[config.mk]
export PLATFORM = sky130hd
export DESIGN_NAME = acb_config_bank
export DESIGN_NICKNAME = d
export VERILOG_FILES = /design/src/acb_pkg.sv /design/src/acb_clk_src_sel.sv /design/src/acb_config_bank.sv
export SDC_FILE = /design/constraint.sdc
export NUM_CORES = 1
export LEC_CHECK = 0
export BUFFER_PORTS_ARGS = -buffer_cell sky130_fd_sc_hd__buf_2
export CORE_MARGIN = 4
export CORE_UTILIZATION = 45
export DETAILED_ROUTE_END_ITERATION = 12
export PLACE_DENSITY = 0.75
export SYNTH_ARGS = -nofsm -noshare
export SYNTH_HDL_FRONTEND = slang
export SYNTH_SLANG_ARGS = --single-unit
export TNS_END_PERCENT = 30
[constraint.sdc]
create_clock -name mclk_i -period 1.7 [get_ports mclk_i]
set_input_delay 0.34 -clock mclk_i [delete_from_list [all_inputs] [get_ports mclk_i]]
set_output_delay 0.34 -clock mclk_i [all_outputs]
set_load 0.005 [all_outputs]
[src/acb_pkg.sv]
// constants, masks and types for the analog clock and buffer configuration bank
package acb_pkg;

    // ******************************************************************
    // bus widths, offsets and reset values
    // ******************************************************************
    localparam int unsigned ACB_AW = 8;
    localparam int unsigned ACB_DW = 8;
    localparam logic [7:0] ACB_OFS_CLK_SRC  = 8'h61;
    localparam logic [7:0] ACB_OFS_BUF_CTRL = 8'h62;
    localparam logic [7:0] ACB_OFS_STATUS   = 8'h68;
    localparam logic [7:0] ACB_RST_CLK_SRC  = 8'h00;
    localparam logic [7:0] ACB_RST_BUF_CTRL = 8'h00;
    localparam logic [7:0] ACB_RST_STATUS   = 8'h00;
    localparam logic [7:0] ACB_ZERO_BYTE    = 8'h00;

    // ******************************************************************
    // clock source and buffer control fields
    // ******************************************************************
    localparam int unsigned ACB_SEL_W      = 3;
    localparam int unsigned ACB_NUM_BLOCKS = 8;
    localparam int unsigned ACB_SAMPLE_HOLD_DISABLE_BIT  = 6;
    localparam int unsigned ACB_CLK1_LSB   = 3;
    localparam int unsigned ACB_CLK0_LSB   = 0;
    localparam int unsigned ACB_COL1_SEL_BIT = 7;
    localparam int unsigned ACB_COL2_SEL_BIT = 6;
    localparam int unsigned ACB_BUF1_EN_BIT  = 5;
    localparam int unsigned ACB_BUF2_EN_BIT  = 4;
    localparam int unsigned ACB_BUF0_EN_BIT  = 3;
    localparam int unsigned ACB_BUF3_EN_BIT  = 2;
    localparam int unsigned ACB_BYPASS_BIT   = 1;
    localparam int unsigned ACB_POWER_BIT    = 0;

    // ******************************************************************
    // status register fields
    // ******************************************************************
    localparam int unsigned ACB_ST_CLK0_BIT    = 0;
    localparam int unsigned ACB_ST_CLK1_BIT    = 1;
    localparam int unsigned ACB_ST_RSV0_BIT    = 2;
    localparam int unsigned ACB_ST_RSV1_BIT    = 3;
    localparam int unsigned ACB_ST_BADWR_BIT   = 4;
    localparam int unsigned ACB_ST_BADCODE_BIT = 5;
    localparam logic [7:0]  ACB_ST_W1C_MASK    = 8'h30;

    // ******************************************************************
    // implemented bits per variant
    // ******************************************************************
    localparam logic [7:0] ACB_CLK_MASK_FULL = 8'h7f;
    localparam logic [7:0] ACB_CLK_MASK_NONE = 8'h00;
    localparam logic [7:0] ACB_BUF_MASK_FOUR = 8'hff;
    localparam logic [7:0] ACB_BUF_MASK_TWO  = 8'hab;
    localparam logic [7:0] ACB_BUF_MASK_LIM  = 8'h80;
    localparam logic [7:0] ACB_BUF_MASK_ONE  = 8'ha3;

    // ******************************************************************
    // device variants
    // ******************************************************************
    typedef enum logic [1:0] {
        ACB_VAR_FOUR    = 2'b00,
        ACB_VAR_TWO     = 2'b01,
        ACB_VAR_TWO_LIM = 2'b10,
        ACB_VAR_ONE     = 2'b11
    } acb_variant_t;

endpackage

[src/acb_clk_src_sel.sv]
// one analog clock source selector with registered output
`timescale 1ns/10ps
module acb_clk_src_sel #(
    parameter bit          SMALL_DEVICE = 1'b0,
    parameter int unsigned NUM_BLOCKS   = acb_pkg::ACB_NUM_BLOCKS,
    parameter int unsigned SEL_W        = acb_pkg::ACB_SEL_W
) (
    // clock and reset
    input  wire logic                  mclk_i,
    input  wire logic                  reset_n_i,
    // selection
    input  wire logic                  enable_i,
    input  wire logic                  range_i,
    input  wire logic [SEL_W-1:0]      code_i,
    // digital block primary outputs, one vector per range
    input  wire logic [NUM_BLOCKS-1:0] block_out_r0_i,
    input  wire logic [NUM_BLOCKS-1:0] block_out_r1_i,
    // result
    output logic                       clk_o,
    output logic                       reserved_o
);

    // ******************************************************************
    // selection
    // ******************************************************************
    wire logic code_reserved;
    wire logic picked;
    logic      clk_q;
    logic      reserved_q;

    // upper codes name the second block row, absent on the small device
    assign code_reserved = SMALL_DEVICE & code_i[SEL_W-1];
    assign picked        = range_i ? block_out_r1_i[code_i] : block_out_r0_i[code_i];

    // ******************************************************************
    // output register
    // ******************************************************************
    // reserved codes park the clock low rather than pick an absent block
    always_ff @(posedge mclk_i) begin
        if (!reset_n_i) begin
            clk_q      <= 1'b0;
            reserved_q <= 1'b0;
        end else begin
            clk_q      <= enable_i & ~code_reserved & picked;
            reserved_q <= enable_i & code_reserved;
        end
    end

    assign clk_o      = clk_q;
    assign reserved_o = reserved_q;

endmodule

[src/acb_config_bank.sv]
// analog clock source and analog output buffer configuration bank
//
// Implementation choice: the address-and-strobe port.
`timescale 1ns/10ps

module acb_config_bank #(
    parameter acb_pkg::acb_variant_t VARIANT      = acb_pkg::ACB_VAR_FOUR,
    parameter bit                    SMALL_DEVICE = 1'b0,
    parameter int unsigned           NUM_BLOCKS   = acb_pkg::ACB_NUM_BLOCKS
) (
    // clock and reset
    input  wire logic                       mclk_i,
    input  wire logic                       reset_n_i,
    // register port
    input  wire logic [acb_pkg::ACB_AW-1:0] reg_addr_i,
    input  wire logic [acb_pkg::ACB_DW-1:0] reg_wdata_i,
    input  wire logic                       reg_wr_i,
    input  wire logic                       reg_rd_i,
    output logic      [acb_pkg::ACB_DW-1:0] reg_rdata_o,
    // range bits from the clock range register
    input  wire logic                       clock_zero_range_bit_i,
    input  wire logic                       clock_one_range_bit_i,
    // digital block primary outputs
    input  wire logic [NUM_BLOCKS-1:0]      block_out_r0_i,
    input  wire logic [NUM_BLOCKS-1:0]      block_out_r1_i,
    // analog clocks
    output logic                            analog_clock_zero_o,
    output logic                            analog_clock_one_o,
    output logic                            sample_hold_disable_o,
    // column input routing
    output logic                            column_one_input_select_o,
    output logic                            column_two_input_select_o,
    output logic                            column_one_odd_group_o,
    // analog output buffers
    output logic                            column_zero_buffer_enable_o,
    output logic                            column_one_buffer_enable_o,
    output logic                            column_two_buffer_enable_o,
    output logic                            column_three_buffer_enable_o,
    output logic                            buffer_bypass_o,
    output logic                            buffer_power_level_o
);

    // ******************************************************************
    // variant decoding
    // ******************************************************************
    localparam bit IS_ONE_COLUMN = (VARIANT == acb_pkg::ACB_VAR_ONE);

    // implemented bits of a register for this variant; unmapped gives none
    function automatic logic [7:0] acb_impl_mask(input acb_pkg::acb_variant_t var_i,
                                                 input logic [7:0]            addr_i);
        logic [7:0] mask;
        mask = acb_pkg::ACB_ZERO_BYTE;
        if (addr_i == acb_pkg::ACB_OFS_CLK_SRC) begin
            mask = (var_i == acb_pkg::ACB_VAR_ONE) ? acb_pkg::ACB_CLK_MASK_NONE :
                                                     acb_pkg::ACB_CLK_MASK_FULL;
        end else if (addr_i == acb_pkg::ACB_OFS_BUF_CTRL) begin
            unique case (var_i)
                acb_pkg::ACB_VAR_FOUR:    mask = acb_pkg::ACB_BUF_MASK_FOUR;
                acb_pkg::ACB_VAR_TWO:     mask = acb_pkg::ACB_BUF_MASK_TWO;
                acb_pkg::ACB_VAR_TWO_LIM: mask = acb_pkg::ACB_BUF_MASK_LIM;
                acb_pkg::ACB_VAR_ONE:     mask = acb_pkg::ACB_BUF_MASK_ONE;
            endcase
        end
        return mask;
    endfunction

    // ******************************************************************
    // registers
    // ******************************************************************
    logic [7:0] clk_src_q;
    logic [7:0] clk_src_d;
    logic [7:0] buf_ctrl_q;
    logic [7:0] buf_ctrl_d;
    logic [7:0] status_q;
    logic [7:0] status_d;
    logic [7:0] rdata_q;
    logic [7:0] rdata_d;
    logic       odd_group_q;
    logic       odd_group_d;
    logic       col1_sel_q;
    logic       col1_sel_d;

    // ******************************************************************
    // address decode
    // ******************************************************************
    wire logic       hit_clk_src;
    wire logic       hit_buf_ctrl;
    wire logic       hit_status;
    wire logic       wr_clk_src;
    wire logic       wr_buf_ctrl;
    wire logic       wr_status;
    wire logic [7:0] clk_src_mask;
    wire logic [7:0] buf_ctrl_mask;
    wire logic [7:0] wr_addr_mask;
    wire logic       bad_write;

    assign clk_src_mask  = acb_impl_mask(VARIANT, acb_pkg::ACB_OFS_CLK_SRC);
    assign buf_ctrl_mask = acb_impl_mask(VARIANT, acb_pkg::ACB_OFS_BUF_CTRL);
    assign wr_addr_mask  = acb_impl_mask(VARIANT, reg_addr_i);

    // single column parts have no clock source register at all
    assign hit_clk_src  = (reg_addr_i == acb_pkg::ACB_OFS_CLK_SRC) & ~IS_ONE_COLUMN;
    assign hit_buf_ctrl = (reg_addr_i == acb_pkg::ACB_OFS_BUF_CTRL);
    assign hit_status   = (reg_addr_i == acb_pkg::ACB_OFS_STATUS);
    assign wr_clk_src   = reg_wr_i & hit_clk_src;
    assign wr_buf_ctrl  = reg_wr_i & hit_buf_ctrl;
    assign wr_status    = reg_wr_i & hit_status;

    // a one into a reserved bit is dropped and reported, never stored
    assign bad_write = (wr_clk_src | wr_buf_ctrl) & (|(reg_wdata_i & ~wr_addr_mask));

    // ******************************************************************
    // next values of the control registers
    // ******************************************************************
    // write takes effect at the edge that ends the write cycle
    assign clk_src_d  = wr_clk_src  ? (reg_wdata_i & clk_src_mask)  : clk_src_q;
    assign buf_ctrl_d = wr_buf_ctrl ? (reg_wdata_i & buf_ctrl_mask) : buf_ctrl_q;

    // on one column parts bit 7 steers the port group, not a column mux
    assign odd_group_d = IS_ONE_COLUMN & buf_ctrl_d[acb_pkg::ACB_COL1_SEL_BIT];
    assign col1_sel_d  = ~IS_ONE_COLUMN & buf_ctrl_d[acb_pkg::ACB_COL1_SEL_BIT];

    always_ff @(posedge mclk_i) begin
        if (!reset_n_i) begin
            clk_src_q   <= acb_pkg::ACB_RST_CLK_SRC;
            buf_ctrl_q  <= acb_pkg::ACB_RST_BUF_CTRL;
            odd_group_q <= 1'b0;
            col1_sel_q  <= 1'b0;
        end else begin
            clk_src_q   <= clk_src_d;
            buf_ctrl_q  <= buf_ctrl_d;
            odd_group_q <= odd_group_d;
            col1_sel_q  <= col1_sel_d;
        end
    end

    // ******************************************************************
    // analog clock selectors
    // ******************************************************************
    wire logic [acb_pkg::ACB_SEL_W-1:0] sel_code  [2];
    wire logic                          sel_range [2];
    wire logic [1:0]                    sel_clk;
    wire logic [1:0]                    sel_rsv;
    wire logic                          sel_enable;

    assign sel_code[0]  = clk_src_q[acb_pkg::ACB_CLK0_LSB +: acb_pkg::ACB_SEL_W];
    assign sel_code[1]  = clk_src_q[acb_pkg::ACB_CLK1_LSB +: acb_pkg::ACB_SEL_W];
    assign sel_range[0] = clock_zero_range_bit_i;
    assign sel_range[1] = clock_one_range_bit_i;
    assign sel_enable   = ~IS_ONE_COLUMN;

    generate
        for (genvar g = 0; g < 2; g++) begin : g_sel
            // reserved codes are still accepted but give a quiet clock
            acb_clk_src_sel #(
                .SMALL_DEVICE (SMALL_DEVICE),
                .NUM_BLOCKS   (NUM_BLOCKS),
                .SEL_W        (acb_pkg::ACB_SEL_W)
            ) u_sel (
                .mclk_i         (mclk_i),
                .reset_n_i      (reset_n_i),
                .enable_i       (sel_enable),
                .range_i        (sel_range[g]),
                .code_i         (sel_code[g]),
                .block_out_r0_i (block_out_r0_i),
                .block_out_r1_i (block_out_r1_i),
                .clk_o          (sel_clk[g]),
                .reserved_o     (sel_rsv[g])
            );
        end
    endgenerate

    // ******************************************************************
    // status register
    // ******************************************************************
    wire logic [7:0] status_live;
    wire logic [7:0] status_set;
    wire logic [7:0] status_clr;

    assign status_live = {2'b00,
                          sel_rsv[1],
                          sel_rsv[0],
                          2'b00,
                          sel_clk[1],
                          sel_clk[0]};

    assign status_set = {2'b00,
                         |sel_rsv,
                         bad_write,
                         4'h0};

    assign status_clr = wr_status ? (reg_wdata_i & acb_pkg::ACB_ST_W1C_MASK) : acb_pkg::ACB_ZERO_BYTE;

    // sticky bits: a new event in the clearing cycle survives the clear
    assign status_d = (status_live & ~acb_pkg::ACB_ST_W1C_MASK) |
                      (((status_q & ~status_clr) | status_set) & acb_pkg::ACB_ST_W1C_MASK);

    always_ff @(posedge mclk_i) begin
        if (!reset_n_i) begin
            status_q <= acb_pkg::ACB_RST_STATUS;
        end else begin
            status_q <= status_d;
        end
    end

    // ******************************************************************
    // read path
    // ******************************************************************
    wire logic [7:0] rd_mux;

    // reserved bits and unmapped offsets read as zero
    assign rd_mux = hit_clk_src  ? (clk_src_q & clk_src_mask)   :
                    hit_buf_ctrl ? (buf_ctrl_q & buf_ctrl_mask) :
                    hit_status   ? status_q                     :
                                   acb_pkg::ACB_ZERO_BYTE;

    // data stand only in the cycle after the strobe
    assign rdata_d = reg_rd_i ? rd_mux : acb_pkg::ACB_ZERO_BYTE;

    always_ff @(posedge mclk_i) begin
        if (!reset_n_i) begin
            rdata_q <= acb_pkg::ACB_ZERO_BYTE;
        end else begin
            rdata_q <= rdata_d;
        end
    end

    // ******************************************************************
    // outputs
    // ******************************************************************
    assign reg_rdata_o                  = rdata_q;
    assign analog_clock_zero_o          = sel_clk[0];
    assign analog_clock_one_o           = sel_clk[1];
    assign sample_hold_disable_o        = clk_src_q[acb_pkg::ACB_SAMPLE_HOLD_DISABLE_BIT];
    assign column_one_input_select_o    = col1_sel_q;
    assign column_two_input_select_o    = buf_ctrl_q[acb_pkg::ACB_COL2_SEL_BIT];
    assign column_one_odd_group_o       = odd_group_q;
    assign column_one_buffer_enable_o   = buf_ctrl_q[acb_pkg::ACB_BUF1_EN_BIT];
    assign column_two_buffer_enable_o   = buf_ctrl_q[acb_pkg::ACB_BUF2_EN_BIT];
    assign column_zero_buffer_enable_o  = buf_ctrl_q[acb_pkg::ACB_BUF0_EN_BIT];
    assign column_three_buffer_enable_o = buf_ctrl_q[acb_pkg::ACB_BUF3_EN_BIT];
    // bypass does not gate the amplifiers; software turns them off first
    assign buffer_bypass_o              = buf_ctrl_q[acb_pkg::ACB_BYPASS_BIT];
    assign buffer_power_level_o         = buf_ctrl_q[acb_pkg::ACB_POWER_BIT];

endmodule

Word-level counts from Yosys, hierarchy flattened
Cells that the tools add are included.
Word-level totals
  register bits: 31
  latch bits: 0
  memory bits (writable): 0
  memory bits (read-only): 0
  input bits: 38
  output and inout bits: 20
  word-level logic and storage cells: 45
  memories: 0
Cells by class
  $add $sub $neg: 0
  multiply operators: 0
  divide/modulo/power cells: 0
  magnitude comparators: 2
  equality and inequality tests: 3
  shift operators: 0
  mux-type cells: 16
  bitwise operators: 13
  reductions and logical operators: 3
Operators with widths (number)
  equality test 8 x 7 -> 1 bit, second input constant: 3
  two-way mux 8 bit: 3
  binary-select mux 1 bit (select 3 bit): 4
  two-way mux 6 bit: 2
  AND 8 bit: 1
  < comparator 3 x 4 -> 1 bit, second input constant: 2
  NOT 8 bit: 1
  OR reduction 8 bit: 1
  two-way mux 7 bit: 1
  AND 6 bit: 1
  two-way mux 1 bit: 6
  NOT 6 bit: 1
  OR 2 x 6 -> 6 bit: 1
  OR 6 x 5 -> 6 bit: 1
  AND 1 bit: 4
  OR reduction 3 bit: 1
  NOT 1 bit: 2
  AND reduction 2 bit: 1
  OR 1 bit: 1

Longest topological paths before layout
  depth in word-level cells: 9
  depth in mapped cells: 5
  gate-level depth less buffers: 4

Hierarchy
A second synthesis with hierarchy kept.
Unflattened totals
  cell total of the unflattened synthesis: 151
  area total of the unflattened synthesis: 1501.4 µm²
By module, submodules not included
  acb_config_bank: times used 1, cells each 113, area an instance 1141.1 µm², seq. area each 540.5 µm²
  acb_clk_src_sel: times used 2, cells each 19, area an instance 180.2 µm², seq. area each 20.0 µm²

Worst setup path before layout
OpenSTA, ideal clock, no wires.
  path kind: register -> register
  start: reg clk_src_q[3]
  end: reg g_sel[1].u_sel.clk_q
  setup time: 0.128 ns
  data arrival time: 1.215 ns
  data required time: 1.572 ns
  setup slack: 0.357 ns
  stages on the path, launching flop included: 5
  path buffers: 1
  period minus slack after synthesis: 1.343 ns
  cell sequence: dfxtp_1 > buf_6 > mux4_1 > o211ai_1 > o22ai_1
On the way
  word-level cells in the longest chain between the ends: 3
  elaborated cells on any way between the ends: 5
  those cells by class: mux (5)
RTL lines
  from (decl): line acb_config_bank.sv:70  | logic [7:0] clk_src_q;
  from (signal assigned): line acb_config_bank.sv:125  | clk_src_q <= acb_pkg::ACB_RST_CLK_SRC;
  from (signal assigned): line acb_config_bank.sv:130  | clk_src_q <= clk_src_d;
  binary-select mux 1 bit (select 3 bit): line acb_clk_src_sel.sv:33  | assign picked = range_i ? block_out_r1_i[code_i] : block_out_r0_i[code_i];
  two-way mux 1 bit (implied by the code): line acb_clk_src_sel.sv:33
  two-way mux 1 bit (*): line acb_clk_src_sel.sv:33
  to (signal assigned): line acb_clk_src_sel.sv:44  | clk_q <= enable_i & ~code_reserved & picked;
  to (decl): line acb_clk_src_sel.sv:28  | logic clk_q;
Mark *: on every way between the ends. The rest lies on a longest branch, timed or not. The select of a mux whose other input is x is not followed.
A chain may end at the register's enable or synchronous reset.

Worst setup path after layout
Same ends and word-level chain as after synthesis.

==> results_dict.tcl <==
set metrics [dict create \
    fillers 271 \
    endpoint_kind "register" \
    root_buffer "clkbuf_4" \
    clk_pin_slew_ns 0.08 \
    yosysMostFrequentCell "nand2_1" \
    synth_cells 144 \
    required_ns 1.90 \
    grt.total_usage 0.177 \
    synth_top_family_by_area "multiplexers" \
    synth_warnings 0 \
    drive_gt1_frac 0.366 \
    clkSinkCount 29 \
    core_sq_um 3030 \
    netlist_top_cells_area "dfxtp_1, mux2i_1, nand2_1, mux4_1, a22oi_1" \
    fmax_mhz 664 \
    insertion_delay_ns 0.32 \
    synth_compound_area_frac 0.108 \
    first_iter_violations 65 \
    synth-simple-area-share 0.192 \
    cts_setup_buffers 0 \
    yosys-top-cells-count "nand2_1, dfxtp_1, mux2i_1, a22oi_1, clkbuf_1" \
    rr_worst_depth 4 \
    htree_levels 2 \
    cts_resized 0 \
    p_clk_frac 0.339 \
    area_delta_synth_final_pct 26.1 \
    r2r_slack_ns 0.20 \
    synth_ff_type "dfxtp_1" \
    slew_viol_final 0 \
    grt_pass1_vias 1216 \
    cts_tree "built" \
    comb_power_share 0.095 \
    crit_fanout 6 \
    nNetsFinal 240 \
    power.leakage_nw 0.733 \
    switching_share 0.227 \
    grt_pass1_wl_um 5590 \
    rsz0062_at_grt "false" \
    drc 0 \
    worst_pin_slew_ns 0.510 \
    die_h_um 64.1 \
    netlist.top_cell.by_area "dfxtp_1" \
    internal_power_uw 938 \
    numPortBuffers 56 \
    grt_max_degree 28 \
    cts_inserted_buffers 5 \
    min_to "status_q[5]" \
    antenna_found_initial 0 \
    netlist.area_leader.share 0.410 \
    num_antenna_cells 0 \
    vias 1252 \
    dp_cells 239 \
    post_synth.cell_area_avg_sq_um 9.83 \
    wl_per_cell_um 13.8 \
    total_power_mw 1.21 \
    async_reset_ff_frac 0 \
    power.switching_uw 276 \
    routed_via_density 5.09 \
    dieWidth_um 64.1 \
    fin_crit_ns 1.50 \
    wl_um 3400 \
    synth_area_sq_um 1420 \
    dieArea_sq_um 4110 \
    synthMuxAreaShare 0.235 \
    drtPass1Iterations 4 \
    hp-start "reg_wdata_i[5]" \
    rr_endpoint "g_sel[1].u_sel.clk_o" \
    ios 58 \
    initial_utilization 0.467 \
    drv_cap 0 \
    path_class "register to register" \
    cp.arrival_ns 1.71 \
    finalCritPeriodShare 0.885 \
    synth-edff-count 0 \
    power_density_nw_per_um2 681 \
    ys_seq_area_frac 0.410 \
    finalClockSkew_ns 0.00386 \
    rr_startpoint "clk_src_q[3]" \
    synthXorXnorAreaFrac 0 \
    setup_viol 0 \
    max-slew-margin-rel 0.660 \
    synth-seq-cells 29 \
    cts_hold_buf 0 \
    grt_overflow 0 \
    place_hpwl_um 2750 \
    pwr-share-seq 0.566 \
    outcome "complete, no violations" \
    synth_fa_ha_area_frac 0 \
    vdd_drop_max_uv 322 \
    hold_class "input port to register" \
    antenna_left 0 \
    hold_depth 2 \
    syn-num-nets 182 \
    startpoint_type "register" \
    setup_tns_ns 0 \
    hold_viol 0 \
    clockBufferDepth 2 \
    fin_cells 246 \
    ys_types 29 \
    place_congestion 0.827 \
    rows 20 \
]
==> registers in the layout (all words and copies together) (netlist names) <==
register,count
g_sel.u_sel.clk_o,2
column_one_input_select_o,1
reg_rdata_o,8
buf_ctrl_q,7
status_q,4
clk_src_q,7
==> cells by family (layout without fill, tap and decap cells) <==
family / count (synthesis) / in the layout
AND/OR/NAND/NOR: 55 / 55
flip-flops: 29 / 29
multiplexers: 27 / 27
other: 1 / 1
buffers and inverters: 12 / 70
AO/OA/AOI/OAI: 20 / 20
==> how the worst max path moves through the flow <==
stage	startpoint	to	slack, ns	cells after the start
finish	clk_src_q[3]	g_sel[1].u_sel.clk_o	0.20	4
global route	clk_src_q[3]	g_sel[1].u_sel.clk_o	0.11	4
CTS	clk_src_q[3]	g_sel[1].u_sel.clk_o	0.19	4
detailed placement	reg_addr_i[0]	clk_src_q[2]	0.15	5
global placement	reg_addr_i[4]	buf_ctrl_q[6]	0.21	6
floorplan	clk_src_q[3]	g_sel[1].u_sel.clk_o	0.36	4
==> per-stage QoR <==
step                 util  hold WS, ns  area (sq um)  setup WS (ns)
CTS                 0.589        0.201          1780          0.194
global route        0.589        0.204          1780          0.113
detailed placement  0.571        0.424          1730          0.149
finish              0.589        0.212          1780          0.195
global placement    0.571        0.424          1730          0.211
floorplan               -        0.410          1420          0.357
==> worst max-delay path: stages, from the launching register on <==
cell	delay (ns)
dfxtp_1	0.50
mux4_2	0.55
nand2b_1	0.16
o311ai_1	0.08
o22ai_1	0.11
==> metal layers <==
| metal | global-route usage | routed length [um] |
|---|---|---|
| met4 | 0.116 | 69 |
| met1 | 0.207 | 1420 |
| met5 | 0 | 0 |
| met3 | 0.0422 | 177 |
| met2 | 0.288 | 1740 |
==> final cells by class <==
type	count	area, sq um	area share
Tap cell	44	55.1	0.0309
Sequential cell	29	581	0.325
Multi-Input combinational cell	103	761	0.426
Clock buffer	7	55.1	0.0309
Timing Repair Buffer	63	333	0.187
==> cell usage in the layout, fill, tap and decap left out, drive strengths merged <==
| cell type | instances |
|---|---|
| buf | 63 |
| nand2 | 30 |
| dfxtp | 29 |
| mux2i | 22 |
| a22oi | 7 |
| clkbuf | 7 |
| nand2b | 4 |
| nand3 | 4 |
| o2bb2ai | 4 |
| nor2 | 4 |
| mux4 | 4 |
| nor2b | 3 |
| and3 | 3 |
| o211ai | 3 |
| nand3b | 2 |
| o22ai | 2 |
| a31oi | 2 |
| and2 | 2 |
| nand4bb | 1 |
| nor3 | 1 |
| nor4 | 1 |
| mux2 | 1 |
| o311ai | 1 |
| a31o | 1 |
| conb | 1 |
==> power by group through the flow <==
stage	Combinational [mW]	Clock, mW	Sequential, mW
after global placement	0.110	0	0.704
after CTS	0.115	0.425	0.688
after global routing	0.128	0.457	0.688
after floorplan	0.0531	0	0.703
final	0.115	0.412	0.688
after detailed placement	0.115	0	0.704
(Power assumes the default switching activity.)
